<file path="src/core/dmrf_pkg.sv">
// Shared constants and carrier types for the mode-register feature block.
// Assumes a 40 MHz system clock that samples the command clock pin and
// the command and address pins.
package dmrf_pkg;

    // -----------------------------------------------------------------
    // Command decode values (chip select, row, column, write strobe)
    // -----------------------------------------------------------------
    localparam logic [3:0] CMD_MODE_SET = 4'h0; // All four strobes low
    localparam logic [3:0] CMD_REFRESH  = 4'h1; // Self-refresh entry with clock enable low
    localparam logic [3:0] CMD_ACTIVATE = 4'h3; // Row strobe low only
    localparam logic [3:0] CMD_WRITE    = 4'h4; // Column and write strobe low
    localparam logic [3:0] CMD_READ     = 4'h5; // Column strobe low only

    // Bank selects of the mode registers
    localparam logic [2:0] BANK_FIRST  = 3'h1; // First mode register
    localparam logic [2:0] BANK_SECOND = 3'h2; // Second mode register
    localparam logic [2:0] BANK_THIRD  = 3'h3; // Third mode register

    // -----------------------------------------------------------------
    // Field positions
    // -----------------------------------------------------------------
    localparam int FIRST_AL_LSB   = 3;  // Posted latency code, 2 bits
    localparam int FIRST_RTT_A    = 2;  // Nominal termination bit 0
    localparam int FIRST_RTT_B    = 6;  // Nominal termination bit 1
    localparam int FIRST_RTT_C    = 9;  // Nominal termination bit 2
    localparam int FIRST_LEVEL    = 7;  // Write leveling enable
    localparam int FIRST_QOFF     = 12; // Output disable
    localparam int SECOND_PARTIAL_ARRAY_SELF_REFRESH    = 0;  // Partial array field, 3 bits
    localparam int SECOND_CWL     = 3;  // Write column latency, 3 bits
    localparam int SECOND_SRT     = 7;  // Double self-refresh rate
    localparam int SECOND_RTT_WR  = 9;  // Write termination, 2 bits
    localparam int THIRD_LOC      = 0;  // Readout location, 2 bits
    localparam int THIRD_MPR      = 2;  // Readout enable

    // -----------------------------------------------------------------
    // Reset values and timing counts
    // -----------------------------------------------------------------
    localparam logic [4:0]  CWL_BASE     = 5'h05; // Latency of code zero
    localparam logic [2:0]  BURST_CK     = 3'h4;  // Command clocks of one burst
    localparam logic [13:0] MODE_RESET   = 14'h0000;
    localparam logic [15:0] MPR_PATTERN  = 16'hffff; // Readout pattern, toggled per beat

    // -----------------------------------------------------------------
    // Carrier types
    // -----------------------------------------------------------------
    typedef struct packed {
        logic        ck;      // Command clock, true leg
        logic        cke;     // Clock enable
        logic        cs_n;    // Chip select
        logic        ras_n;   // Row strobe
        logic        cas_n;   // Column strobe
        logic        we_n;    // Write strobe
        logic        odt;     // Termination request
        logic [2:0]  ba;      // Bank bits
        logic [13:0] addr;    // Address bits
    } dmrf_pins_t;

    typedef struct packed {
        logic [1:0] posted_command_latency; // Code, not cycles
        logic [2:0] rtt_nom;                // Nominal termination
        logic       write_level;            // Write leveling mode
        logic       output_disable;         // Outputs disconnected
        logic [2:0] partial_array_self_refresh;
        logic [2:0] write_column_latency;   // Code, not cycles
        logic       self_refresh_rate_double;
        logic [1:0] rtt_wr;                 // Write termination
        logic       multipurpose_readout;   // Readout enable
        logic [1:0] readout_location;       // Readout location
    } dmrf_mode_t;

endpackage : dmrf_pkg

</file>
<file path="src/core/dmrf_lat_pipe.sv">
// Latency pipeline: remembers command marks for a programmable number
// of command clocks. Assumes adv is a one-cycle pulse per command clock.
`timescale 1ns/1ps
module dmrf_lat_pipe #(
    parameter int DEPTH = 32 // Mark stages; longest delay is DEPTH-1 command clocks
) (
    input  wire logic             clock,
    input  wire logic             rst,
    input  wire logic             adv,  // One pulse per command clock edge
    input  wire logic             din,  // Command mark, taken on adv
    input  wire logic [4:0]       sel,  // Delay in whole command clocks
    output logic                  q     // Level for one command clock
);

    // -----------------------------------------------------------------
    // Storage
    // -----------------------------------------------------------------
    logic [DEPTH-1:0] shift_reg; // Mark history, bit n is n clocks old
    logic [DEPTH-1:0] shift_next;
    logic             q_next;

    // Only whole clocks are possible: one stage per command clock
    assign shift_next = adv ? {shift_reg[DEPTH-2:0], din} : shift_reg;
    assign q_next     = shift_next[sel];

    // Shift and tap register
    always_ff @(posedge clock) begin
        if (rst) begin
            shift_reg <= '0;
            q         <= 1'b0;
        end else begin
            shift_reg <= shift_next;
            q         <= q_next;
        end
    end

endmodule : dmrf_lat_pipe

</file>
<file path="src/core/dmrf_top.sv">
// Mode-register feature logic of a double data rate memory device.
// Assumes a system clock at least four times the command clock.
//
// Contract
// - Delay read/write execution by posted latency
// - Read delay is posted plus column latency
// - Write delay is posted plus write latency
// - Output disable bit disconnects data and strobes
// - Bank 2 selects second mode register
// - No write termination during write leveling
// - Write termination applies without nominal termination
// - Partial refresh loses data only in self-refresh
// - Write latency from second register bits 5:3
// - Latencies are whole clocks only
// - Write termination from second register bits 10:9
// - Rate bit doubles self-refresh rate
// - Bank 3 selects third mode register
// - Location ignored while readout disabled
// - Readout mode returns predefined pattern
`timescale 1ns/1ps
module dmrf_top #(
    parameter int DEPTH = 32 // Pipe stages; longest latency sum is DEPTH-1 command clocks
) (
    input  wire logic                 clock,
    input  wire logic                 rst,
    input  wire dmrf_pkg::dmrf_pins_t pins,
    input  wire logic [4:0]           read_column_latency,
    input  wire logic [15:0]          core_read_data,
    output dmrf_pkg::dmrf_mode_t      mode,
    output logic                      int_read,
    output logic                      int_write,
    output logic [4:0]                total_read_delay,
    output logic [4:0]                total_write_delay,
    output logic                      dq_oe,
    output logic                      dqs_oe,
    output logic [15:0]               dq_out,
    output logic                      write_data_expect,
    output logic [2:0]                term_code,
    output logic                      self_refresh_active,
    output logic                      self_refresh_double,
    output logic                      array_loss_possible
);

    // --------
    // Functions
    // --------
    // Latency sum, cut to five bits on purpose
    function automatic logic [4:0] lat_sum(input logic [4:0] a, input logic [4:0] b);
        logic [5:0] s;
        s = {1'b0, a} + {1'b0, b};
        return s[4:0];
    endfunction : lat_sum

    // --------
    // Pin synchroniser
    // --------
    dmrf_pkg::dmrf_pins_t pins_s1_reg; // First stage, read by second only
    dmrf_pkg::dmrf_pins_t pins_s2_reg; // Settled pin copy
    logic                 ck_prev_reg; // Last settled clock level

    // Two flops on every pin, as they come from another domain
    always_ff @(posedge clock) begin
        if (rst) begin
            pins_s1_reg <= '0;
            pins_s2_reg <= '0;
            ck_prev_reg <= 1'b0;
        end else begin
            pins_s1_reg <= pins;
            pins_s2_reg <= pins_s1_reg;
            ck_prev_reg <= pins_s2_reg.ck;
        end
    end

    // --------
    // Command decode
    // --------
    wire        ck_rise  = pins_s2_reg.ck & ~ck_prev_reg; // Command clock edge
    wire        selected = ~pins_s2_reg.cs_n;
    wire [3:0]  cmd_code = {pins_s2_reg.cs_n, pins_s2_reg.ras_n,
                            pins_s2_reg.cas_n, pins_s2_reg.we_n};
    wire [2:0]  cmd_low  = cmd_code[2:0];
    wire        is_mrs   = ck_rise & selected & (cmd_low == dmrf_pkg::CMD_MODE_SET[2:0]);
    wire        is_read  = ck_rise & selected & (cmd_low == dmrf_pkg::CMD_READ[2:0]);
    wire        is_write = ck_rise & selected & (cmd_low == dmrf_pkg::CMD_WRITE[2:0]);
    wire        is_sref  = ck_rise & selected & ~pins_s2_reg.cke
                         & (cmd_low == dmrf_pkg::CMD_REFRESH[2:0]);
    wire        sr_exit  = ck_rise & pins_s2_reg.cke;
    wire [13:0] a        = pins_s2_reg.addr;
    wire        wr_first = is_mrs & (pins_s2_reg.ba == dmrf_pkg::BANK_FIRST);
    wire        wr_sec   = is_mrs & (pins_s2_reg.ba == dmrf_pkg::BANK_SECOND);
    wire        wr_third = is_mrs & (pins_s2_reg.ba == dmrf_pkg::BANK_THIRD);

    // --------
    // Mode registers
    // --------
    dmrf_pkg::dmrf_mode_t mode_reg;
    dmrf_pkg::dmrf_mode_t mode_next;

    // Each register only changes on a set command aimed at it
    always_comb begin
        mode_next = mode_reg;
        if (wr_first) begin
            mode_next.posted_command_latency = a[dmrf_pkg::FIRST_AL_LSB +: 2];
            mode_next.rtt_nom        = {a[dmrf_pkg::FIRST_RTT_C], a[dmrf_pkg::FIRST_RTT_B],
                                        a[dmrf_pkg::FIRST_RTT_A]};
            mode_next.write_level    = a[dmrf_pkg::FIRST_LEVEL];
            mode_next.output_disable = a[dmrf_pkg::FIRST_QOFF];
        end
        if (wr_sec) begin
            // Reserved bits are left alone; the controller keeps them zero
            mode_next.partial_array_self_refresh = a[dmrf_pkg::SECOND_PARTIAL_ARRAY_SELF_REFRESH +: 3];
            mode_next.write_column_latency       = a[dmrf_pkg::SECOND_CWL +: 3];
            mode_next.self_refresh_rate_double   = a[dmrf_pkg::SECOND_SRT];
            mode_next.rtt_wr                     = a[dmrf_pkg::SECOND_RTT_WR +: 2];
        end
        if (wr_third) begin
            mode_next.multipurpose_readout = a[dmrf_pkg::THIRD_MPR];
            mode_next.readout_location     = a[dmrf_pkg::THIRD_LOC +: 2];
        end
    end

    // Mode store
    always_ff @(posedge clock) begin
        if (rst) begin
            mode_reg <= dmrf_pkg::dmrf_mode_t'(dmrf_pkg::MODE_RESET);
        end else begin
            mode_reg <= mode_next;
        end
    end

    // --------
    // Latency arithmetic
    // --------
    logic [4:0] al_cycles;     // Posted latency in clocks
    wire  [4:0] cwl_cycles = lat_sum(dmrf_pkg::CWL_BASE,
                                     {2'b00, mode_reg.write_column_latency});

    // Code one and two trail the column latency; reserved code gives zero
    always_comb begin
        case (mode_reg.posted_command_latency)
            2'h1:    al_cycles = read_column_latency - 5'h01;
            2'h2:    al_cycles = read_column_latency - 5'h02;
            default: al_cycles = 5'h00;
        endcase
    end

    wire [4:0] rl_cycles = lat_sum(al_cycles, read_column_latency);
    wire [4:0] wl_cycles = lat_sum(al_cycles, cwl_cycles);

    // --------
    // Latency pipelines
    // --------
    logic int_read_lvl;  // Internal read, one command clock
    logic int_write_lvl; // Internal write, one command clock
    logic rd_start;      // First read data clock
    logic wr_start;      // First write data clock

    // Commands taken right after activate, released after the posted delay (u_al_rd, u_al_wr) or the full read or write latency (u_rl, u_wl)
    dmrf_lat_pipe #(.DEPTH(DEPTH)) u_al_rd (
        .clock (clock), .rst (rst), .adv (ck_rise), .din (is_read),
        .sel (al_cycles), .q (int_read_lvl));
    dmrf_lat_pipe #(.DEPTH(DEPTH)) u_al_wr (
        .clock (clock), .rst (rst), .adv (ck_rise), .din (is_write),
        .sel (al_cycles), .q (int_write_lvl));
    dmrf_lat_pipe #(.DEPTH(DEPTH)) u_rl (
        .clock (clock), .rst (rst), .adv (ck_rise), .din (is_read),
        .sel (rl_cycles), .q (rd_start));
    dmrf_lat_pipe #(.DEPTH(DEPTH)) u_wl (
        .clock (clock), .rst (rst), .adv (ck_rise), .din (is_write),
        .sel (wl_cycles), .q (wr_start));

    // --------
    // Burst windows
    // --------
    logic [2:0] rd_left_reg;  // Read clocks still to drive
    logic [2:0] wr_left_reg;  // Write clocks still to receive
    logic       beat_reg;     // Pattern phase
    logic       rd_start_d_reg;
    logic       wr_start_d_reg;
    wire        rd_begin = rd_start & ~rd_start_d_reg;
    wire        wr_begin = wr_start & ~wr_start_d_reg;
    wire        rd_busy  = rd_begin | (rd_left_reg != 3'h0);
    wire        wr_busy  = wr_begin | (wr_left_reg != 3'h0);

    // Window counters step on command clock edges
    always_ff @(posedge clock) begin
        if (rst) begin
            rd_left_reg    <= 3'h0;
            wr_left_reg    <= 3'h0;
            beat_reg       <= 1'b0;
            rd_start_d_reg <= 1'b0;
            wr_start_d_reg <= 1'b0;
        end else begin
            rd_start_d_reg <= rd_start;
            wr_start_d_reg <= wr_start;
            if (rd_begin) begin
                rd_left_reg <= dmrf_pkg::BURST_CK;
                beat_reg    <= 1'b0;
            end else if (ck_rise && rd_left_reg != 3'h0) begin
                rd_left_reg <= rd_left_reg - 3'h1;
                beat_reg    <= ~beat_reg;
            end
            if (wr_begin) begin
                wr_left_reg <= dmrf_pkg::BURST_CK;
            end else if (ck_rise && wr_left_reg != 3'h0) begin
                wr_left_reg <= wr_left_reg - 3'h1;
            end
        end
    end

    // --------
    // Output drive and termination selection
    // --------
    // Location bits are never used; readout always drives the fixed pattern
    wire        use_pattern = mode_reg.multipurpose_readout;
    wire [15:0] pattern     = beat_reg ? ~dmrf_pkg::MPR_PATTERN : dmrf_pkg::MPR_PATTERN;
    wire [15:0] dq_sel      = use_pattern ? pattern : core_read_data;
    wire        drive_en    = rd_busy & ~mode_reg.output_disable;
    wire        wr_term_ok  = wr_busy & ~mode_reg.write_level
                            & (mode_reg.rtt_wr != 2'h0);
    // Write value wins on odt during a write even if nominal is off
    wire [2:0]  term_sel    = ~pins_s2_reg.odt ? 3'h0 :
                              wr_term_ok ? {1'b1, mode_reg.rtt_wr} :
                              mode_reg.rtt_nom;

    // --------
    // Self-refresh state
    // --------
    logic sr_reg; // In self-refresh

    // Entered on the refresh command with clock enable low, left on enable high
    always_ff @(posedge clock) begin
        if (rst) begin
            sr_reg <= 1'b0;
        end else if (is_sref) begin
            sr_reg <= 1'b1;
        end else if (sr_exit) begin
            sr_reg <= 1'b0;
        end
    end

    // --------
    // Output registers
    // --------
    // Every output comes from a flop; one system clock behind its cause
    always_ff @(posedge clock) begin
        if (rst) begin
            mode                <= dmrf_pkg::dmrf_mode_t'(dmrf_pkg::MODE_RESET);
            int_read            <= 1'b0;
            int_write           <= 1'b0;
            total_read_delay    <= 5'h00;
            total_write_delay   <= 5'h00;
            dq_oe               <= 1'b0;
            dqs_oe              <= 1'b0;
            dq_out              <= 16'h0000;
            write_data_expect   <= 1'b0;
            term_code           <= 3'h0;
            self_refresh_active <= 1'b0;
            self_refresh_double <= 1'b0;
            array_loss_possible <= 1'b0;
        end else begin
            mode                <= mode_reg;
            int_read            <= int_read_lvl;
            int_write           <= int_write_lvl;
            total_read_delay    <= rl_cycles;
            total_write_delay   <= wl_cycles;
            dq_oe               <= drive_en;
            dqs_oe              <= drive_en;
            dq_out              <= drive_en ? dq_sel : 16'h0000;
            write_data_expect   <= wr_busy;
            term_code           <= term_sel;
            self_refresh_active <= sr_reg;
            self_refresh_double <= mode_reg.self_refresh_rate_double;
            // Loss only while in self-refresh with a partial range chosen
            array_loss_possible <= sr_reg & (mode_reg.partial_array_self_refresh != 3'h0);
        end
    end

endmodule : dmrf_top

</file>
<file path="config.mk">
export PLATFORM = sky130hd
export DESIGN_NAME = dmrf_top
export DESIGN_NICKNAME = d
export VERILOG_FILES = /design/src/core/dmrf_pkg.sv /design/src/core/dmrf_lat_pipe.sv /design/src/core/dmrf_top.sv
export SDC_FILE = /design/constraint.sdc
export NUM_CORES = 1
export LEC_CHECK = 0
export BUFFER_PORTS_ARGS = -buffer_cell sky130_fd_sc_hd__clkbuf_2
export CAP_MARGIN = 10
export CORE_MARGIN = 5
export CORE_UTILIZATION = 45
export CTS_CLUSTER_DIAMETER = 50
export CTS_CLUSTER_SIZE = 20
export DETAILED_ROUTE_END_ITERATION = 10
export PLACE_DENSITY_LB_ADDON = 0.12
export SLEW_MARGIN = 20
export SYNTH_ARGS = -nofsm -noshare
export SYNTH_HDL_FRONTEND = slang
export SYNTH_SLANG_ARGS = --single-unit
</file>
<file path="constraint.sdc">
create_clock -name clock -period 6.1 [get_ports clock]
set_input_delay 0.61 -clock clock [delete_from_list [all_inputs] [get_ports clock]]
set_output_delay 0.61 -clock clock [all_outputs]
set_load 0.01 [all_outputs]
</file>
==> summary.md <==
| Metric | Value |
|---|---|
| Post-detailed-route DRC marker count | `0` |
| Count of max-cap constraint violations | `0` |
| Global router's overall resource usage | `between 10% and 20%` |
| Max Transition Viols Final | `0` |
| Maximum vdd drop | `~250 µV` |
| Dominant cell type by area after synthesis | `sky130_fd_sc_hd__dfxtp_1` |
| Number of nets in the final layout | `approximately 1300` |
| Max-slew headroom at the worst pin | `between 30 and 40%` |
| Die area | `roughly 26000 µm²` |
| Worst hold path class | `input port to flip-flop` |
| Hold-fix buffers at CTS | `0` |
| Floorplan die height | `approximately 160 µm` |
| Number of standard cells in the layout, taps in and fillers out | `1532` |
| First-pass DRT Iterations | `5` |
| Count of state elements after synthesis | `approximately 260` |
| Highest clock frequency the design can meet | `roughly 0.24 GHz` |
| Clock Skews | `0.0191 ns` |
| Standard-cell rows | `55` |
| Number of cells after detailed placement | `around 1500` |
| Number of nets with antenna violations after detailed routing | `0` |
| Effective utilization at floorplan | `45.8%` |
| Post-detailed-placement half-perimeter wirelength | `14100 µm` |
| Drt wl/cell | `about 15 µm` |
| I/O Buffers | `around 100` |
| Netlist cell types | `between 60 and 70` |
| Static leakage power | `between 4 and 5 nW` |
| Detailed Route Iter0 Violations | `between 400 and 500` |
| Proportion of netlist area held by the largest area contributor | `between 40% and 50%` |
| Critical path startpoint category | `flip-flop` |
| Top_reg_cell synth | `sky130_fd_sc_hd__dfxtp_1` |
| Cell Area, Synth | `just over 10000 µm²` |
| Final weighted congestion of routability-driven global placement | `around 0.76` |
| Part of the cycle the worst path needs | `approximately 69%` |
| Unrepaired setup endpoints after global routing | `no` |
| Per-instance average area after synthesis | `8.88 µm²` |
| Post-CTS setup repair buffer count | `0` |
| Nets in the synthesized netlist | `around 1200` |
| Post-route cell area | `between 10000 and 15000 µm²` |
| Number of setup violations in the final report | `0` |
| Run status | `complete, no violations` |
| Crit path capture type | `flip-flop` |
| Final number of hold-violating endpoints | `0` |
| Critical path peak fanout | `13` |
| Clk Latency, worst-skew pair | `between 0.5 and 0.6 ns` |
| Number of enable-type register cells in the synthesized netlist | `0` |
| Portion of the post-synthesis area used by sequential elements | `around 50%` |
| Area of the core | `between 20000 and 25000 µm²` |
| Overall power consumption | `around 3.6 mW` |
| Vias after detailed routing | `slightly below 8000` |
| Final worst path period need | `approximately 4.2 ns` |
| Path type of the worst setup path | `flip-flop to flip-flop` |
| Buffer levels on the longest clock path | `3` |
| Data arrival at the endpoint of the critical path | `roughly 4.7 ns` |
| Area contributors post-synth | `sky130_fd_sc_hd__dfxtp_1 50%, sky130_fd_sc_hd__nand2_1 7.6%, sky130_fd_sc_hd__a21oi_1 7.2%, sky130_fd_sc_hd__mux2i_1 5.6%, sky130_fd_sc_hd__nor2b_1 4.2%` |
| Clock tree from TritonCTS | `built` |
| Layout area overhead | `14.6%` |
| Clock buffers created by TritonCTS | `28` |
| CTS H-tree depth | `1` |
| Number of vias per cell after detailed routing | `5.20` |
| Via count of the first global-routing pass | `approximately 7500` |
| Final total negative setup slack | `0 ns` |
| Areal power density over the cells | `304 nW/µm²` |
| Clock edge transition at the registers on the reported setup and hold paths | `around 0.070 ns` |
| Yosys warning total | `0` |
| Post-Syn Instances | `approximately 1200` |
| Global-route wire length before repair | `37800 µm` |
| Number of antenna violations at the first check in global routing | `0` |
| Top library cells by usage in the layout, fill and taps aside | `258 x sky130_fd_sc_hd__dfxtp_1, 209 x sky130_fd_sc_hd__nand2_1, 149 x sky130_fd_sc_hd__a21oi_1` |
| Most frequent standard cell in the layout excluding fill and tap cells | `sky130_fd_sc_hd__dfxtp_1` |
| Largest net degree at the start of global routing | `84` |
| IO Count | `103` |
| Quantity of gates resized following cts | `0` |
| Fraction of layout instances using a drive strength above 1 | `between 10% and 20%` |
| Least-Margin Pin Slew | `1.05 ns` |
| Flip-flop count of the largest register, all copies and words added | `36` |
| Fillers | `roughly 2100` |
| Post-synthesis async set-or-reset flop share | `0%` |
| Routed Wire Length | `22600 µm` |
| Antenna diode count | `0` |
| GRT overflow | `0` |
| Chip Width | `~160 µm` |
| Worst path required time | `~6.6 ns` |
| DP Area | `10900 µm²` |
| CTS root buffer | `sky130_fd_sc_hd__clkbuf_16` |
| Total clock sinks | `around 260` |
==> final cells by class <==
type / instances / area [µm²] / area share (%)
clock buffer: 31 / 743 / 6.25
clock inverter: 21 / 231 / 1.95
inverter: 25 / 96.3 / 0.811
multi-input combinational: 806 / 4740 / 39.9
sequential: 258 / 5160 / 43.5
tap: 285 / 357 / 3.00
timing repair buffer: 106 / 554 / 4.66
==> cell usage after synthesis (all sizes together), types with 8 or more instances <==
master / count
dfxtp: 258
nand2: 210
a21oi: 149
nor2: 106
nor2b: 70
mux2i: 58
clkbuf: 57
inv: 25
o22ai: 25
nand2b: 23
buf: 22
ha: 18
o21ai: 16
nor3: 13
nand3: 10
or3: 10
mux4: 9
nor4: 8
xnor2: 8
==> worst paths after layout <==
path	from	endpoint	slack, ns	cells past startpoint
max	mode_reg[17]	u_wl.q	1.89	16
max reg2reg	mode_reg[17]	u_wl.q	1.89	16
min reg2reg	pins_s1_reg[10]	a[10]	0.44	1
min	pins[7]	pins_s1_reg[7]	0.27	2
==> where the power goes <==
part | total, mW | internal [mW] | leakage (nW) | switching (mW)
Combinational | 0.157 | 0.0556 | 1.93 | 0.101
Sequential | 1.72 | 1.71 | 2.09 | 0.00915
Clock | 1.74 | 0.967 | 0.473 | 0.772
==> stage by stage <==
stage	util [%]	setup WS, ns	hold slack [ns]
floorplan	-	2.11	0.414
global route	52.5	1.51	0.256
CTS	52.5	1.86	0.244
finish	52.5	1.89	0.268
global placement	48.2	1.53	0.416
detailed placement	48.2	1.49	0.424
==> worst max-delay path: stages, from the launching register on <==
cell	delay [ns]
sky130_fd_sc_hd__dfxtp_1	0.35
sky130_fd_sc_hd__inv_1	0.09
sky130_fd_sc_hd__ha_1	0.29
sky130_fd_sc_hd__nor2b_1	0.17
sky130_fd_sc_hd__a21oi_1	0.05
sky130_fd_sc_hd__buf_4	0.20
sky130_fd_sc_hd__nor2_1	0.28
sky130_fd_sc_hd__inv_1	0.17
sky130_fd_sc_hd__ha_1	0.30
sky130_fd_sc_hd__inv_1	0.06
sky130_fd_sc_hd__fa_1	0.43
sky130_fd_sc_hd__xnor2_1	0.68
sky130_fd_sc_hd__mux4_2	0.59
sky130_fd_sc_hd__mux2i_1	0.15
sky130_fd_sc_hd__nand2_1	0.06
sky130_fd_sc_hd__o21ai_1	0.14
sky130_fd_sc_hd__o2bb2ai_1	0.15
==> layer usage <==
layer	share of wire [%]	track usage [%]
met2	47	27.6
met3	3.9	2.56
met4	1.9	4.50
met5	0	0
met1	47	23.6
==> logic make-up (layout without fill, tap and decap cells) <==
family                     count (synthesis)  in the layout  synth area share (%)
and+or+nand+nor                          472            472                  21.1
DFF                                      258            258                  49.8
xor gates and xnor gates                  10             10                  1.10
muxes                                     69             69                  7.77
buffers and inverters                    104            183                  4.61
AOI/OAI and AO/OA                        235            235                  13.1
adders and majority gates                 20             20                  2.56
No activity file was read; power rests on OpenSTA's default activity.
